$ cat src/pkg/ddr_readout_pkg.sv
package ddr_readout_pkg;
	// ----------------------------------------
	// Command encodings {csN, rasN, casN, weN}
	// ----------------------------------------
	localparam logic [3:0] CMD_NOP = 4'h7;
	localparam logic [3:0] CMD_ACTIVE = 4'h3;
	localparam logic [3:0] CMD_READ = 4'h5;
	localparam logic [3:0] CMD_PRECHARGE = 4'h2;
	localparam logic [3:0] CMD_MODE_SET = 4'h0;

	// ----------------------------------------
	// Address field positions
	// ----------------------------------------
	localparam int ROW_BITS = 15;
	localparam int BANK_BITS = 3;
	localparam int NUM_BANKS = 8;
	localparam int DQ_BITS = 8;
	localparam int READOUT_ENABLE_BIT = 2;
	localparam int CHOP_SELECT_BIT = 12;
	localparam int AUTO_CLOSE_BIT = 10;
	localparam int NIBBLE_SELECT_BIT = 2;
	localparam int MR_BURST_FIELD_LO = 0;
	localparam logic [2:0] MODE_REG_BURST = 3'h0;
	localparam logic [2:0] MODE_REG_THREE = 3'h3;
	localparam logic [1:0] BURST_FIXED_EIGHT = 2'h0;
	localparam logic [1:0] BURST_ON_THE_FLY = 2'h1;
	localparam logic [1:0] BURST_FIXED_CHOP = 2'h2;
	localparam logic [1:0] READOUT_SEL_PATTERN = 2'h0;

	// ----------------------------------------
	// Controller register offsets
	// ----------------------------------------
	localparam logic [7:0] OFF_CMD = 8'h00;
	localparam logic [7:0] OFF_DATA = 8'h04;
	localparam logic [7:0] OFF_STAT = 8'h08;

	// ----------------------------------------
	// Pattern, reset values and timing
	// ----------------------------------------
	localparam logic [7:0] CAL_PATTERN = 8'haa;
	localparam logic [7:0] ARRAY_DATA_FILL = 8'h00;
	localparam logic [2:0] READ_LATENCY = 3'h5;
	localparam int SYS_CLK_NS = 40;
	localparam int LINK_DIV_HALF = 4;
	localparam int ROW_PRECHARGE_TIME_NS = 15;
	localparam int ROW_PRECHARGE_LINK_CYCLES = 1;
	localparam logic [1:0] RESET_BURST_MODE = 2'h0;
	localparam logic [2:0] RESET_READOUT_MODE = 3'h0;
endpackage : ddr_readout_pkg

$ cat src/pkg/ddr_link_if.sv
`timescale 1ns/1ns
`default_nettype none
interface ddr_link_if;
	logic ck;
	logic csN;
	logic rasN;
	logic casN;
	logic weN;
	logic [ddr_readout_pkg::BANK_BITS-1:0] ba;
	logic [ddr_readout_pkg::ROW_BITS-1:0] addr;
	logic [ddr_readout_pkg::DQ_BITS-1:0] dqOut;
	logic dqOe;
	logic dqStrobe;

	modport memory (input ck, csN, rasN, casN, weN, ba, addr,
		output dqOut, dqOe, dqStrobe);
	modport controller (output ck, csN, rasN, casN, weN, ba, addr,
		input dqOut, dqOe, dqStrobe);
endinterface : ddr_link_if
`default_nettype wire

$ cat src/design/ddr_memory_end.sv
// What this block does
// Readout off: reads come from array
// Readout on: reads return selected source
// Readout is one bit over all pins
// Pin 0 carries bit, others copy
// Controller drives low column bits 00
// Bit 2 picks chopped nibble order
// Bank and other column bits ignored
// Bit 12 chops when on-the-fly enabled
// Readout uses ordinary read latency
// Readout only after delay loop locked; no lock is modelled here, so readout works from reset
// Beat 0 is LSB, beat 7 MSB
// Code 00 returns alternating 0,1 pattern
// Reserved select codes give undefined data
// ACTIVE opens row in selected bank
// Row stays open until PRECHARGE
// Close row before activating another
// PRECHARGE closes one or all banks
// Wait precharge time before activating
// Other-bank access during auto close allowed
// Idle bank needs ACTIVE before read
// PRECHARGE accepted on idle bank
// Bit 12 low chops, high full burst
`timescale 1ns/1ns
`default_nettype none
module ddr_memory_end (
	// Clock and reset
	input wire logic sys_clk,
	input wire logic reset_n,
	// Link to controller
	ddr_link_if.memory link,
	// Status toward user
	output logic readoutMode,
	output logic [ddr_readout_pkg::NUM_BANKS-1:0] bankOpen,
	output logic [ddr_readout_pkg::ROW_BITS-1:0] lastRow
);
	// ----------------------------------------
	// Link input synchronisers
	// ----------------------------------------
	logic [1:0] ckSync_ff;
	logic ckPrev_ff;
	logic [3:0] cmdMeta_ff, cmdSync_ff;
	logic [2:0] baMeta_ff, baSync_ff;
	logic [14:0] adMeta_ff, adSync_ff;

	// Two stages on every pin; command pins stable across ck rises
	always_ff @(posedge sys_clk or negedge reset_n) begin
		if (!reset_n) begin
			ckSync_ff <= 2'h0;
			ckPrev_ff <= 1'b0;
			cmdMeta_ff <= ddr_readout_pkg::CMD_NOP;
			cmdSync_ff <= ddr_readout_pkg::CMD_NOP;
			baMeta_ff <= 3'h0;
			baSync_ff <= 3'h0;
			adMeta_ff <= 15'h0;
			adSync_ff <= 15'h0;
		end else begin
			ckSync_ff <= {ckSync_ff[0], link.ck};
			ckPrev_ff <= ckSync_ff[1];
			cmdMeta_ff <= {link.csN, link.rasN, link.casN, link.weN};
			cmdSync_ff <= cmdMeta_ff;
			baMeta_ff <= link.ba;
			baSync_ff <= baMeta_ff;
			adMeta_ff <= link.addr;
			adSync_ff <= adMeta_ff;
		end
	end

	// ----------------------------------------
	// Command decode
	// ----------------------------------------
	wire ckRise = ckSync_ff[1] & ~ckPrev_ff;
	wire isActive = ckRise && cmdSync_ff == ddr_readout_pkg::CMD_ACTIVE;
	wire isRead = ckRise && cmdSync_ff == ddr_readout_pkg::CMD_READ;
	wire isPre = ckRise && cmdSync_ff == ddr_readout_pkg::CMD_PRECHARGE;
	wire isMrs = ckRise && cmdSync_ff == ddr_readout_pkg::CMD_MODE_SET;
	wire preAll = adSync_ff[ddr_readout_pkg::AUTO_CLOSE_BIT];

	// ----------------------------------------
	// Mode registers
	// ----------------------------------------
	logic [1:0] burstMode_ff;
	logic [2:0] readoutReg_ff;
	wire readoutOn = readoutReg_ff[ddr_readout_pkg::READOUT_ENABLE_BIT];

	// Mode set stores burst field or readout field
	always_ff @(posedge sys_clk or negedge reset_n) begin
		if (!reset_n) begin
			burstMode_ff <= ddr_readout_pkg::RESET_BURST_MODE;
			readoutReg_ff <= ddr_readout_pkg::RESET_READOUT_MODE;
		end else if (isMrs) begin
			if (baSync_ff == ddr_readout_pkg::MODE_REG_BURST)
				burstMode_ff <= adSync_ff[1:0];
			// enable readout
			if (baSync_ff == ddr_readout_pkg::MODE_REG_THREE)
				readoutReg_ff <= adSync_ff[2:0];
		end
	end

	// ----------------------------------------
	// Bank rows
	// ----------------------------------------
	logic [ddr_readout_pkg::NUM_BANKS-1:0] open_ff;
	logic [14:0] row_ff;

	// Per-bank open flag; precharge on idle bank harmless
	genvar b;
	generate
		for (b = 0; b < ddr_readout_pkg::NUM_BANKS; b++) begin : gBank
			wire hitBank = baSync_ff == 3'(b);
			always_ff @(posedge sys_clk or negedge reset_n) begin
				if (!reset_n)
					open_ff[b] <= 1'b0;
				// close one or all
				else if (isPre && (preAll || hitBank))
					open_ff[b] <= 1'b0;
				// open row
				else if (isActive && hitBank)
					open_ff[b] <= 1'b1;
			end
		end
	endgenerate

	// row capture
	always_ff @(posedge sys_clk or negedge reset_n) begin
		if (!reset_n)
			row_ff <= 15'h0;
		else if (isActive)
			row_ff <= adSync_ff;
	end

	// ----------------------------------------
	// Read burst engine
	// ----------------------------------------
	// chop choice from mode or bit 12
	wire chopNow = (burstMode_ff == ddr_readout_pkg::BURST_FIXED_CHOP) ||
		(burstMode_ff == ddr_readout_pkg::BURST_ON_THE_FLY &&
		!adSync_ff[ddr_readout_pkg::CHOP_SELECT_BIT]);
	// only bit 2 picks start beat; others ignored
	wire [2:0] startBeat = {adSync_ff[ddr_readout_pkg::NIBBLE_SELECT_BIT] & chopNow, 2'h0};
	// pattern for 00, zero for reserved codes
	wire [7:0] readoutSrc = (readoutReg_ff[1:0] == ddr_readout_pkg::READOUT_SEL_PATTERN)
		? ddr_readout_pkg::CAL_PATTERN : 8'h00;

	typedef enum logic [1:0] {IDLE, WAIT, BURST} burst_t;
	burst_t st_ff;
	logic [2:0] lat_ff, beat_ff, left_ff;
	logic useReadout_ff;
	logic [7:0] src_ff;
	logic [7:0] dqOut_ff;
	logic dqOe_ff, strobe_ff;

	// array reads return fill data
	wire [7:0] sourceByte = readoutOn ? readoutSrc : ddr_readout_pkg::ARRAY_DATA_FILL;
	// beat index picks bit
	wire beatBit = src_ff[beat_ff];
	// bit repeated on every pin
	wire [7:0] beatByte = useReadout_ff ? {8{beatBit}} : ddr_readout_pkg::ARRAY_DATA_FILL;

	// One beat per link clock rise after latency
	always_ff @(posedge sys_clk or negedge reset_n) begin
		if (!reset_n) begin
			st_ff <= IDLE;
			lat_ff <= 3'h0;
			beat_ff <= 3'h0;
			left_ff <= 3'h0;
			useReadout_ff <= 1'b0;
			src_ff <= 8'h00;
			dqOut_ff <= 8'h00;
			dqOe_ff <= 1'b0;
			strobe_ff <= 1'b0;
		end else begin
			unique case (st_ff)
				IDLE: begin
					dqOe_ff <= 1'b0;
					strobe_ff <= 1'b0;
					if (isRead) begin
						st_ff <= WAIT;
						// same latency as array read
						lat_ff <= ddr_readout_pkg::READ_LATENCY;
						beat_ff <= startBeat;
						left_ff <= chopNow ? 3'h3 : 3'h7;
						useReadout_ff <= readoutOn;
						src_ff <= sourceByte;
					end
				end
				WAIT: begin
					if (ckRise) begin
						lat_ff <= lat_ff - 3'h1;
						if (lat_ff == 3'h1)
							st_ff <= BURST;
					end
				end
				BURST: begin
					if (ckRise) begin
						dqOut_ff <= beatByte;
						dqOe_ff <= 1'b1;
						strobe_ff <= ~strobe_ff;
						beat_ff <= beat_ff + 3'h1;
						left_ff <= left_ff - 3'h1;
						if (left_ff == 3'h0)
							st_ff <= IDLE;
					end
				end
			endcase
		end
	end

	assign link.dqOut = dqOut_ff;
	assign link.dqOe = dqOe_ff;
	assign link.dqStrobe = strobe_ff;
	assign readoutMode = readoutReg_ff[ddr_readout_pkg::READOUT_ENABLE_BIT];
	assign bankOpen = open_ff;
	assign lastRow = row_ff;
endmodule : ddr_memory_end
`default_nettype wire

$ cat src/flat_wrapper.sv
// flat-port wrapper written by rule: the top's interface ports become plain ports
module ddr_memory_end_flat 
  (sys_clk, reset_n, readoutMode, bankOpen, lastRow, link_ck, link_csN, link_rasN, link_casN, link_weN, link_ba, link_addr, link_dqOut, link_dqOe, link_dqStrobe);
  ddr_link_if link_i ();
  input wire logic sys_clk;
  input wire logic reset_n;
  output logic readoutMode;
  output logic [ddr_readout_pkg::NUM_BANKS-1:0] bankOpen;
  output logic [ddr_readout_pkg::ROW_BITS-1:0] lastRow;
  input wire logic [$bits(link_i.ck)-1:0] link_ck;
  input wire logic [$bits(link_i.csN)-1:0] link_csN;
  input wire logic [$bits(link_i.rasN)-1:0] link_rasN;
  input wire logic [$bits(link_i.casN)-1:0] link_casN;
  input wire logic [$bits(link_i.weN)-1:0] link_weN;
  input wire logic [$bits(link_i.ba)-1:0] link_ba;
  input wire logic [$bits(link_i.addr)-1:0] link_addr;
  output wire logic [$bits(link_i.dqOut)-1:0] link_dqOut;
  output wire logic [$bits(link_i.dqOe)-1:0] link_dqOe;
  output wire logic [$bits(link_i.dqStrobe)-1:0] link_dqStrobe;
  assign link_i.ck = link_ck;
  assign link_i.csN = link_csN;
  assign link_i.rasN = link_rasN;
  assign link_i.casN = link_casN;
  assign link_i.weN = link_weN;
  assign link_i.ba = link_ba;
  assign link_i.addr = link_addr;
  assign link_dqOut = link_i.dqOut;
  assign link_dqOe = link_i.dqOe;
  assign link_dqStrobe = link_i.dqStrobe;
  ddr_memory_end u_core (.sys_clk(sys_clk), .reset_n(reset_n), .link(link_i), .readoutMode(readoutMode), .bankOpen(bankOpen), .lastRow(lastRow));
endmodule
$ cat config.mk
export PLATFORM = sky130hd
export DESIGN_NAME = ddr_memory_end_flat
export DESIGN_NICKNAME = d
export VERILOG_FILES = /design/src/pkg/ddr_readout_pkg.sv /design/src/pkg/ddr_link_if.sv /design/src/design/ddr_memory_end.sv /design/src/flat_wrapper.sv
export SDC_FILE = /design/constraint.sdc
export NUM_CORES = 1
export LEC_CHECK = 0
export ABC_AREA = 1
export ABC_CLOCK_PERIOD_IN_PS = 4400
export BUFFER_PORTS_ARGS = -buffer_cell sky130_fd_sc_hd__buf_2
export CORE_AREA = 2 2 147 77
export CTS_CLUSTER_DIAMETER = 50
export DETAILED_ROUTE_END_ITERATION = 16
export DIE_AREA = 0 0 149 79
export GPL_TIMING_DRIVEN = 0
export PLACE_DENSITY_LB_ADDON = 0.2
export REMOVE_ABC_BUFFERS = 1
export SLEW_MARGIN = 20
export SYNTH_ARGS = -nofsm -noshare
export SYNTH_HDL_FRONTEND = slang
export SYNTH_SLANG_ARGS = --single-unit
$ cat constraint.sdc
create_clock -name sys_clk -period 4.4 [get_ports sys_clk]
set_clock_uncertainty 0.2 [all_clocks]
set_input_delay 0.44 -clock sys_clk [delete_from_list [all_inputs] [get_ports sys_clk]]
set_output_delay 0.44 -clock sys_clk [all_outputs]
set_load 0.02 [all_outputs]
======== Word level (Yosys, flattened, before mapping) ========
Cells that the tools add are included.
storage, ports and cells
  latch bits .............................. 0
  memory bits (read-only) ................. 0
  output and inout bits ................... 34
  memories ................................ 0
  bits in writable memories ............... 0
  register bits ........................... 105
cells by class
  reductions and logical operators ........ 54
  bitwise operators ....................... 4
  add/subtract/negate cells ............... 3
  $mul .................................... 0
  shift-type cells ........................ 0
  div/mod/pow operators ................... 0
  equality and inequality tests ........... 20
  muxes and demuxes ....................... 41
  $lt $le $gt $ge ......................... 1
operators with widths
  operator               count
  $mux W8                3
  $logic_and A1 B1 Y1    21
  $mux W3                7
  $reduce_bool A2 Y1     10
  $mux W1                19
  $pmux W3 S2            3
  $eq A3 B3 Y1 const B   4
  $mux W2                5
  $ne A2 B1 Y1 const B   5
  $reduce_and A2 Y1      5
  $logic_or A1 B1 Y1     9
  $eq A4 B2 Y1 const B   2
  $eq A3 B1 Y1 const B   2
  $eq A3 B2 Y1 const B   2
  $logic_not A3 Y1       2
  $pmux W2 S3            1
  $reduce_and A3 Y1      2
  $sub A3 B1 Y3 const B  2
  $reduce_and A5 Y1      1
  $eq A2 B1 Y1 const B   2
  $eq A2 B2 Y1 const B   2
  $eq A4 B3 Y1 const B   1
  $logic_not A2 Y1       2
  $logic_not A4 Y1       1
  7 further kinds        10

======== Logic depth before layout (Yosys ltp) ========
Gate-level depths: netlist of run 1.
  word-level depth ........................ 6
  gate-level depth with buffers ........... 8
  mapped depth without buffers ............ 8

======== Worst setup path after synthesis of run 1 ========
Ideal clock, no wire load.
  path type ............................... register -> register
  start ................................... reg u_core.st_ff[0]
  end ..................................... reg u_core.left_ff[1]
  period minus slack after synthesis ...... 1.474 ns
  setup slack ............................. 2.926 ns
  cell stages (with the launch flop) ...... 8
  arrival ................................. 1.152 ns
  path through ............................ dfrtp_1 > inv_1 > ha_1 > inv_1 > o21ai_2 > nand2_2 > nor2_1 > a21oi_1
between the ends
  word-level cells in the longest chain between the ends .. 3
  elaborated cells between the ends (all ways) .. 7
  classes of those cells .................. eq/ne (3); mux (1); reduce/logical (3)
RTL lines
  what                                                                 line                   source
  start: declaration                                                   ddr_memory_end.sv:146  burst_t st_ff;
  start signal: assignment                                             ddr_memory_end.sv:163  st_ff <= IDLE;
  start signal: assignment                                             ddr_memory_end.sv:178  st_ff <= WAIT;
  start signal: assignment                                             ddr_memory_end.sv:191  st_ff <= BURST;
  $eq A2 B2 Y1 / $logic_not A2 Y1 (equally long branches)              ddr_memory_end.sv:173  unique case (st_ff)
  $ne A2 B1 Y1 (no line) / $reduce_bool A2 Y1 (equally long branches)  -
  $reduce_and A3 Y1 (no line)                                          -
  end signal: assignment                                               ddr_memory_end.sv:182  left_ff <= chopNow ? 3'h3 : 3'h7;
  end signal: assignment                                               ddr_memory_end.sv:200  left_ff <= left_ff - 3'h1;
  end: declaration                                                     ddr_memory_end.sv:147  logic [2:0] lat_ff, beat_ff, left_ff;
Parallel ways exist; a longest one is shown, timed or not.
A chain may end at the register's enable or synchronous reset.

======== Final worst setup path of run 1 ========
  start ................................... reg u_core.ckPrev_ff
  end ..................................... reg u_core.open_ff (netlist bit u_core.bankOpen[4])
between the ends
  word-level cells in the longest chain between the ends .. 5
  elaborated cells between the ends (all ways) .. 8
  classes of those cells .................. mux (1); bitwise (2); reduce/logical (5)
RTL lines
  what                                                  line                                          source
  start: declaration                                    ddr_memory_end.sv:41                          logic ckPrev_ff;
  start signal: assignment                              ddr_memory_end.sv:59                          ckPrev_ff <= ckSync_ff[1];
  $not A1 Y1 *                                          ddr_memory_end.sv:72                          wire ckRise = ckSync_ff[1] & ~ckPrev_ff;
  $and A1 B1 Y1 *                                       ddr_memory_end.sv:72
  $logic_and A1 B1 Y1 (on tied branches)                ddr_memory_end.sv:75, ddr_memory_end.sv:73
  $logic_and A1 B1 Y1 (on tied branches)                ddr_memory_end.sv:115, ddr_memory_end.sv:118
  $mux W1 / $reduce_bool A2 Y1 (equally long branches)  -
  end signal: indexed assignment                        ddr_memory_end.sv:113                         open_ff[b] <= 1'b0;
  end signal: indexed assignment                        ddr_memory_end.sv:116                         open_ff[b] <= 1'b0;
  end signal: indexed assignment                        ddr_memory_end.sv:119                         open_ff[b] <= 1'b1;
  end: declaration                                      ddr_memory_end.sv:103                         logic [ddr_readout_pkg::NUM_BANKS-1:0] open_ff;
Mark *: on every way between the ends. The rest lies on a longest branch, timed or not.

==> flow_summary.ini, run 1 <==
[finish]
fill_cells = 1048
num_antenna_cells = 0
multi_input_comb_area_um2 = 847.1
syn2layout_area_growth_pct = 28.38
drive_gt1_frac = 0.2553
regArea_um2 = 2235
post-route-util = 0.3970
finalNetCount = 407

[min_path]
worstHoldPathCells = 1
hold_path_end = u_core.baMeta_ff[0]
hold_path_class = in2reg
hold_path_startpoint = link_ba[0]

[cts]
clk_transition_reported_paths_ns = 0.06
cts_tree = done
cts.root.buffer_cell = sky130_fd_sc_hd__clkbuf_16
cts.sink_count = 89
cts_htree_levels = 3
cts-buffers-inserted = 9
worstSkewPairLatency_ns = 0.33
max-clock-path-buffers = 2

[sta]
relative_slew_margins = 0.6801
worst_slew_pin_slew_ns = 0.4792
finalSetupViolations = 0
min_period_ns = 1.980
finalHoldViolCount = 0
timing.setup.tns_ns = 0
report.final.slew_viol_count = 0
final.period_utilization = 0.4500
rsz0062_at_grt = no
fmax_mhz = 505.1

[pwr]
leakagePower_nw = 2.183
power.ir.vdd_worst_mv = 0.1833
cellPowerDensity_nw_per_um2 = 523.8
post-layout-total-power_mw = 2.206

[floorplanning]
initial_core_utilization = 0.3093
die_area_um2 = 11770
die_height_um = 79
fp.coreArea_um2 = 10610
ioPinCount = 59
floorplan.rows = 27
die_span_in_x_um = 149

[global_route]
wire_length_of_the_first_global_routing_pass_mm = 10.03
global_route.usage.total = 0.1144
initial_antenna_violation_count = 0
grt_max_degree = 55
overflow = 0
first_global_vias = 2000

[placement]
globalplace.congestion = 0.7121
buffer_ports.inserted = 58
hpwlAfterDp_mm = 4.030

[setup_path]
worstPathMaxFanout = 24
crit-reg2reg-launch = u_core.ckPrev_ff
r2r_end = u_core.bankOpen[4]
criticalPathCategory = reg2reg
worst_r2r_path_depth = 7
critPathLaunchType = register
end_kind = register
worst-endpoint-arrival_ns = 2.04
cp.required_ns = 4.46
worst-r2r-setup-slack_ns = 2.42

[synth]
synth.ff_latch_count = 89
post_synthesis_area_per_instance_um2 = 11.05
syn_std_cell_area_um2 = 3281
synth_cell_types = 27
seq_area_frac_synth = 0.6812
yosys_warnings = 0
synthCells = 297

[job]
drv_cap = 0

[route]
drt-initial-drc-count = 117
wirelength_mm = 5.869
avgViaCountPerCell = 4.090
drt_pass1_iterations = 4
wl_per_cell_um = 11.18
detailroute.via_count = 2147
ant_nets = 0
drcViolationCount = 0

[outcome]
run_status = finished clean
## layout make-up
type | instances | share of cell area
sequential | 89 | 0.5306
clock buffer | 13 | 0.05942
clock inverter | 3 | 0.01604
timing repair buffer | 78 | 0.1212
tap | 145 | 0.04308
inverter | 32 | 0.02852
multi-input combinational | 165 | 0.2011
## per-layer routing
metal,global-route usage,share of wire,vias to the layer above
met5,0,0,-
met2,0.1544,0.39,52
met1,0.1604,0.53,998
met4,0.05143,0.017,0
li1,-,-,1085
met3,0.04483,0.059,12
## layout by cell type (no fill, tap or decap), types with 2 or more instances in the layout
| cell type | instances |
|---|---|
| sky130_fd_sc_hd__bufinv_16 | 2 |
| sky130_fd_sc_hd__nor2_1 | 20 |
| sky130_fd_sc_hd__inv_1 | 29 |
| sky130_fd_sc_hd__clkbuf_1 | 3 |
| sky130_fd_sc_hd__nor3_1 | 2 |
| sky130_fd_sc_hd__dlygate4sd3_1 | 19 |
| sky130_fd_sc_hd__o21ai_1 | 9 |
| sky130_fd_sc_hd__dfrtp_1 | 83 |
| sky130_fd_sc_hd__inv_2 | 3 |
| sky130_fd_sc_hd__o21ai_2 | 6 |
| sky130_fd_sc_hd__nand4_1 | 4 |
| sky130_fd_sc_hd__ha_1 | 7 |
| sky130_fd_sc_hd__nand3_1 | 10 |
| sky130_fd_sc_hd__buf_2 | 57 |
| sky130_fd_sc_hd__o21ai_0 | 8 |
| sky130_fd_sc_hd__a21o_1 | 2 |
| sky130_fd_sc_hd__clkbuf_16 | 9 |
| sky130_fd_sc_hd__nand2_1 | 75 |
| sky130_fd_sc_hd__a21oi_1 | 10 |
| sky130_fd_sc_hd__nand2_2 | 4 |
| sky130_fd_sc_hd__dfstp_2 | 6 |
## worst max-delay path, stage by stage (launching register included)
cell	delay, ns
sky130_fd_sc_hd__dfrtp_1	0.42
sky130_fd_sc_hd__nor2_8	0.20
sky130_fd_sc_hd__nand2_2	0.08
sky130_fd_sc_hd__nor2_4	0.35
sky130_fd_sc_hd__inv_2	0.32
sky130_fd_sc_hd__nor2_1	0.18
sky130_fd_sc_hd__nor2_1	0.05
sky130_fd_sc_hd__nor2_1	0.08
## per-stage QoR
step           hold WS (ns)  area, um^2  cells  setup slack, ns
2_1_floorplan      -0.05559        3202    286            2.505
3_3_place_gp         0.1314        3674    489            1.888
3_5_place_dp         0.1347        3704    490            2.389
4_1_cts            0.001371        4151    519            2.358
5_1_grt            0.002246        4212    525            2.253
6_report            0.01643        4212    525            2.420
## timing repair
item                      in CTS  in global routing
resized for setup              0                  0
hold endpoints to repair      47                  6
setup buffers                  0                  0
hold buffers                  13                  6
## worst max-delay path by stage
stage,startpoint,endpoint,slack [ns],depth (start not counted)
6_report,u_core.ckPrev_ff,u_core.bankOpen[4],2.42,7
5_1_grt,u_core.ckPrev_ff,u_core.bankOpen[5],2.25,7
4_1_cts,u_core.ckPrev_ff,u_core.bankOpen[4],2.36,7
3_5_place_dp,u_core.ckPrev_ff,u_core.bankOpen[5],2.39,7
3_3_place_gp,reset_n,u_core.ckSync_ff[0],1.89,1
2_1_floorplan,u_core.link.dqOut[6],link_dqOut[0],2.51,0
## report_power, final
group,internal (mW),switching (mW),leakage [nW]
clock,0.513,0.290,0.150
combinational,0.159,0.266,0.945
sequential,0.921,0.0565,1.09
## state kept, by name, indices dropped and copies added, names as in the netlist, 3 cells and up
signal,flops
u_core.lastRow,15
u_core.adMeta_ff,15
u_core.adSync_ff,15
u_core.readoutReg_ff,3
u_core.lat_ff,3
u_core.baMeta_ff,3
u_core.cmdSync_ff,4
u_core.left_ff,3
u_core.bankOpen,8
u_core.cmdMeta_ff,4
u_core.baSync_ff,3
## cells in the mapped netlist
| library cell | n | area, um^2 |
|---|---|---|
| sky130_fd_sc_hd__nor2_8 | 1 | 20.02 |
| sky130_fd_sc_hd__o21ai_0 | 8 | 40.04 |
| sky130_fd_sc_hd__nor3_1 | 2 | 10.01 |
| sky130_fd_sc_hd__inv_2 | 3 | 11.26 |
| sky130_fd_sc_hd__a21o_1 | 2 | 15.01 |
| sky130_fd_sc_hd__nand2_2 | 4 | 25.02 |
| sky130_fd_sc_hd__buf_4 | 7 | 52.55 |
| sky130_fd_sc_hd__nor2_4 | 1 | 11.26 |
| sky130_fd_sc_hd__nand4_1 | 4 | 25.02 |
| sky130_fd_sc_hd__a21oi_4 | 1 | 16.27 |
| sky130_fd_sc_hd__o21ai_2 | 6 | 52.55 |
| sky130_fd_sc_hd__buf_2 | 3 | 15.01 |
| sky130_fd_sc_hd__inv_1 | 29 | 108.9 |
| sky130_fd_sc_hd__o21ai_1 | 9 | 45.04 |
| sky130_fd_sc_hd__or2_2 | 1 | 6.260 |
| sky130_fd_sc_hd__a21oi_1 | 10 | 50.05 |
| sky130_fd_sc_hd__xnor2_1 | 1 | 8.760 |
| sky130_fd_sc_hd__nand3b_1 | 1 | 7.510 |
| sky130_fd_sc_hd__dfstp_2 | 6 | 157.7 |
| sky130_fd_sc_hd__dfrtp_1 | 83 | 2077 |
| sky130_fd_sc_hd__nand2_1 | 75 | 281.5 |
| sky130_fd_sc_hd__nand3_2 | 1 | 10.01 |
| sky130_fd_sc_hd__ha_1 | 7 | 87.58 |
| sky130_fd_sc_hd__nor3_2 | 1 | 10.01 |
| sky130_fd_sc_hd__nor2_1 | 20 | 75.07 |
| sky130_fd_sc_hd__buf_6 | 1 | 11.26 |
| sky130_fd_sc_hd__nand3_1 | 10 | 50.05 |
## kinds of logic (layout without fill, tap and decap cells)
| group | after synthesis | count (layout) | share of synthesized area |
|---|---|---|---|
| simple gates | 121 | 121 | 0.1621 |
| buf+inv | 43 | 126 | 0.06064 |
| fa+ha+maj | 7 | 7 | 0.02670 |
| flops | 89 | 89 | 0.6812 |
| compound gates | 36 | 36 | 0.06674 |
| xor+xnor | 1 | 1 | 0.002670 |
No activity file was read; power rests on OpenSTA's default activity.
==> inputs of run 2 (changes only) <==
--- a/config.mk
+++ b/config.mk
@@ -6,7 +6,7 @@
 export NUM_CORES = 1
 export LEC_CHECK = 0
 export ABC_AREA = 1
-export ABC_CLOCK_PERIOD_IN_PS = 4400
+export ABC_CLOCK_PERIOD_IN_PS = 1700
 export BUFFER_PORTS_ARGS = -buffer_cell sky130_fd_sc_hd__buf_2
 export CORE_AREA = 2 2 147 77
 export CTS_CLUSTER_DIAMETER = 50
==> constraint.sdc (replaced) <==
create_clock -name sys_clk -period 1.7 [get_ports sys_clk]
set_clock_uncertainty 0.2 [all_clocks]
set_input_delay 0.17 -clock sys_clk [delete_from_list [all_inputs] [get_ports sys_clk]]
set_output_delay 0.17 -clock sys_clk [all_outputs]
set_load 0.02 [all_outputs]
==> run 2 against run 1 <==
Effect of this change: critical path depth stayed put; sequential power grew to 2.6 times the previous value; via count is 3.1% higher; design area increased by 3.7%; clock power grew to 2.6 times the previous value; setup slack worse by 2.3 ns; cell count grew 1.7%; core utilization is 1.5 points higher; critical endpoint is now u_core.left_ff[1]; largest cell class unchanged.
==> flow_summary.ini, run 2 (synthesized netlist as in run 1, its figures left out) <==
[global_route]
global_route.usage.total = 0.1166
wire_length_of_the_first_global_routing_pass_mm = 10.26
grt_max_degree = 55
initial_antenna_violation_count = 0
overflow = 0
first_global_vias = 2065

[cts]
max-clock-path-buffers = 2
cts-buffers-inserted = 9
clk_transition_reported_paths_ns = 0.06
cts_htree_levels = 3
worstSkewPairLatency_ns = 0.33
cts_tree = done
cts.sink_count = 89
cts.root.buffer_cell = sky130_fd_sc_hd__clkbuf_16

[placement]
buffer_ports.inserted = 58
globalplace.congestion = 0.7121
dp_slack_ns = -0.3111
hpwlAfterDp_mm = 4.030
numPlacedInstances = 490

[floorplanning]
die_span_in_x_um = 149
die_area_um2 = 11770
initial_core_utilization = 0.3093
die_height_um = 79
floorplan.rows = 27
fp.coreArea_um2 = 10610
ioPinCount = 59

[setup_path]
end_kind = register
crit-reg2reg-launch = u_core.st_ff[0]
worst_r2r_path_depth = 7
timing.critical_path.slowest_cell_delay_ns = 0.43
worst-endpoint-arrival_ns = 1.60
worst-r2r-setup-slack_ns = 0.12
path_cells = inv_2 -> ha_4 -> inv_1 -> o21ai_2 -> nand2_2 -> nor2_1 -> a21oi_1
worstPathMaxFanout = 6
critPathLaunchType = register
cpMaxStageDelayCell = sky130_fd_sc_hd__dfrtp_2
r2r_end = u_core.left_ff[1]
criticalPathCategory = reg2reg
cp.required_ns = 1.72

[route]
detailroute.via_count = 2213
drt_pass1_iterations = 4
wirelength_mm = 5.987
drt-initial-drc-count = 107
wl_per_cell_um = 11.21
avgViaCountPerCell = 4.144
ant_nets = 0
drcViolationCount = 0

[min_path]
hold_path_end = u_core.adSync_ff[13]
worstHoldPathCells = 0
hold_path_class = reg2reg
hold_path_startpoint = u_core.adMeta_ff[13]

[finish]
finalNetCount = 416
layout_commonest_cell = sky130_fd_sc_hd__dfrtp_1
drive_gt1_frac = 0.2879
mostFrequentLayoutCells = sky130_fd_sc_hd__dfrtp_1, sky130_fd_sc_hd__nand2_1, sky130_fd_sc_hd__buf_2, sky130_fd_sc_hd__inv_1, sky130_fd_sc_hd__dlygate4sd3_1
fill_cells = 1037
regArea_um2 = 2236
multi_input_comb_area_um2 = 915.9
syn2layout_area_growth_pct = 33.10
final-instance-count-excl-fill = 534
num_antenna_cells = 0

[pwr]
leakagePower_nw = 2.228
cellPowerDensity_nw_per_um2 = 1339
power.ir.vdd_worst_mv = 0.4709

[sta]
min_period_ns = 1.579
final.period_utilization = 0.9289
holdWs_ns = 0.1381
worst_slew_pin_slew_ns = 0.4753
timing.final.ws_setup_ns = 0.1209
relative_slew_margins = 0.6831
finalSetupViolations = 0
fmax_mhz = 633.3
finalHoldViolCount = 0
timing.setup.tns_ns = 0
report.final.slew_viol_count = 0

[outcome]
run_status = finished clean

[job]
drv_cap = 0
==> run 2: cell count changes in the layout (fill, tap and decap cells not counted), moves of 3 or more <==
cell	before	now
sky130_fd_sc_hd__dlygate4sd3_1	19	24
sky130_fd_sc_hd__buf_4	1	5
sky130_fd_sc_hd__ha_1	7	4
sky130_fd_sc_hd__ha_4	0	3
sky130_fd_sc_hd__nor2_1	20	17
==> run 2: worst max-delay path by stage <==
stage | startpoint | endpoint | slack, ns | depth (start not counted)
global placement | reset_n | u_core.ckSync_ff[0] | -0.54 | 1
finish | u_core.st_ff[0] | u_core.left_ff[1] | 0.12 | 7
floorplan | u_core.link.dqOut[6] | u_core.link.dqOut[6] | -0.03 | 2
global route | u_core.ckSync_ff[1] | u_core.bankOpen[3] | -0.007 | 7
CTS | u_core.st_ff[0] | u_core.left_ff[1] | 0.05 | 7
detailed placement | u_core.ckPrev_ff | u_core.bankOpen[5] | -0.31 | 7
==> run 2: worst max-delay path, delay by kind of cell, from the launching register on <==
family / cells / cell delay (ns)
AOI/OAI and AO/OA: 2 / 0.23
adders and majority gates: 1 / 0.18
DFF: 1 / 0.43
buffers and inverters: 2 / 0.21
and+or+nand+nor: 2 / 0.21
==> run 2: area by class of cell <==
type	count	share of cell area
clock inverter	3	0.01547
timing repair buffer	87	0.1352
inverter	32	0.02865
sequential	89	0.5120
clock buffer	13	0.05731
tap	145	0.04155
multi-input combinational	165	0.2097
==> run 2: power breakdown <==
part / switching, mW / total, mW / internal, mW / leakage (nW)
Sequential: 0.162 / 2.55 / 2.39 / 1.09
Clock: 0.753 / 2.08 / 1.33 / 0.150
Combinational: 0.733 / 1.22 / 0.483 / 0.991
==> run 2: what timing repair did <==
item                       4_1_cts  5_1_grt
setup endpoints to repair       22       14
hold buffers                    24        0
gates resized for setup          2       17
buffers inserted                 2        2
hold endpoints to repair        58        0
pin swaps                        1        5
==> run 2: layer usage <==
metal | vias up | track usage | part of all wire
met5 | - | 0 | 0
met4 | 0 | 0.05143 | 0.017
met3 | 12 | 0.04425 | 0.061
met2 | 59 | 0.1571 | 0.40
met1 | 1037 | 0.1652 | 0.52
li1 | 1105 | - | -
==> run 2: stage by stage <==
stage	total power, mW	util	cell area (um^2)
global route	6.258	0.4117	4367
global placement	3.623	0.3463	3674
floorplan	3.302	-	3202
detailed placement	3.649	0.3491	3704
finish	5.845	0.4117	4367
CTS	5.815	0.4036	4282
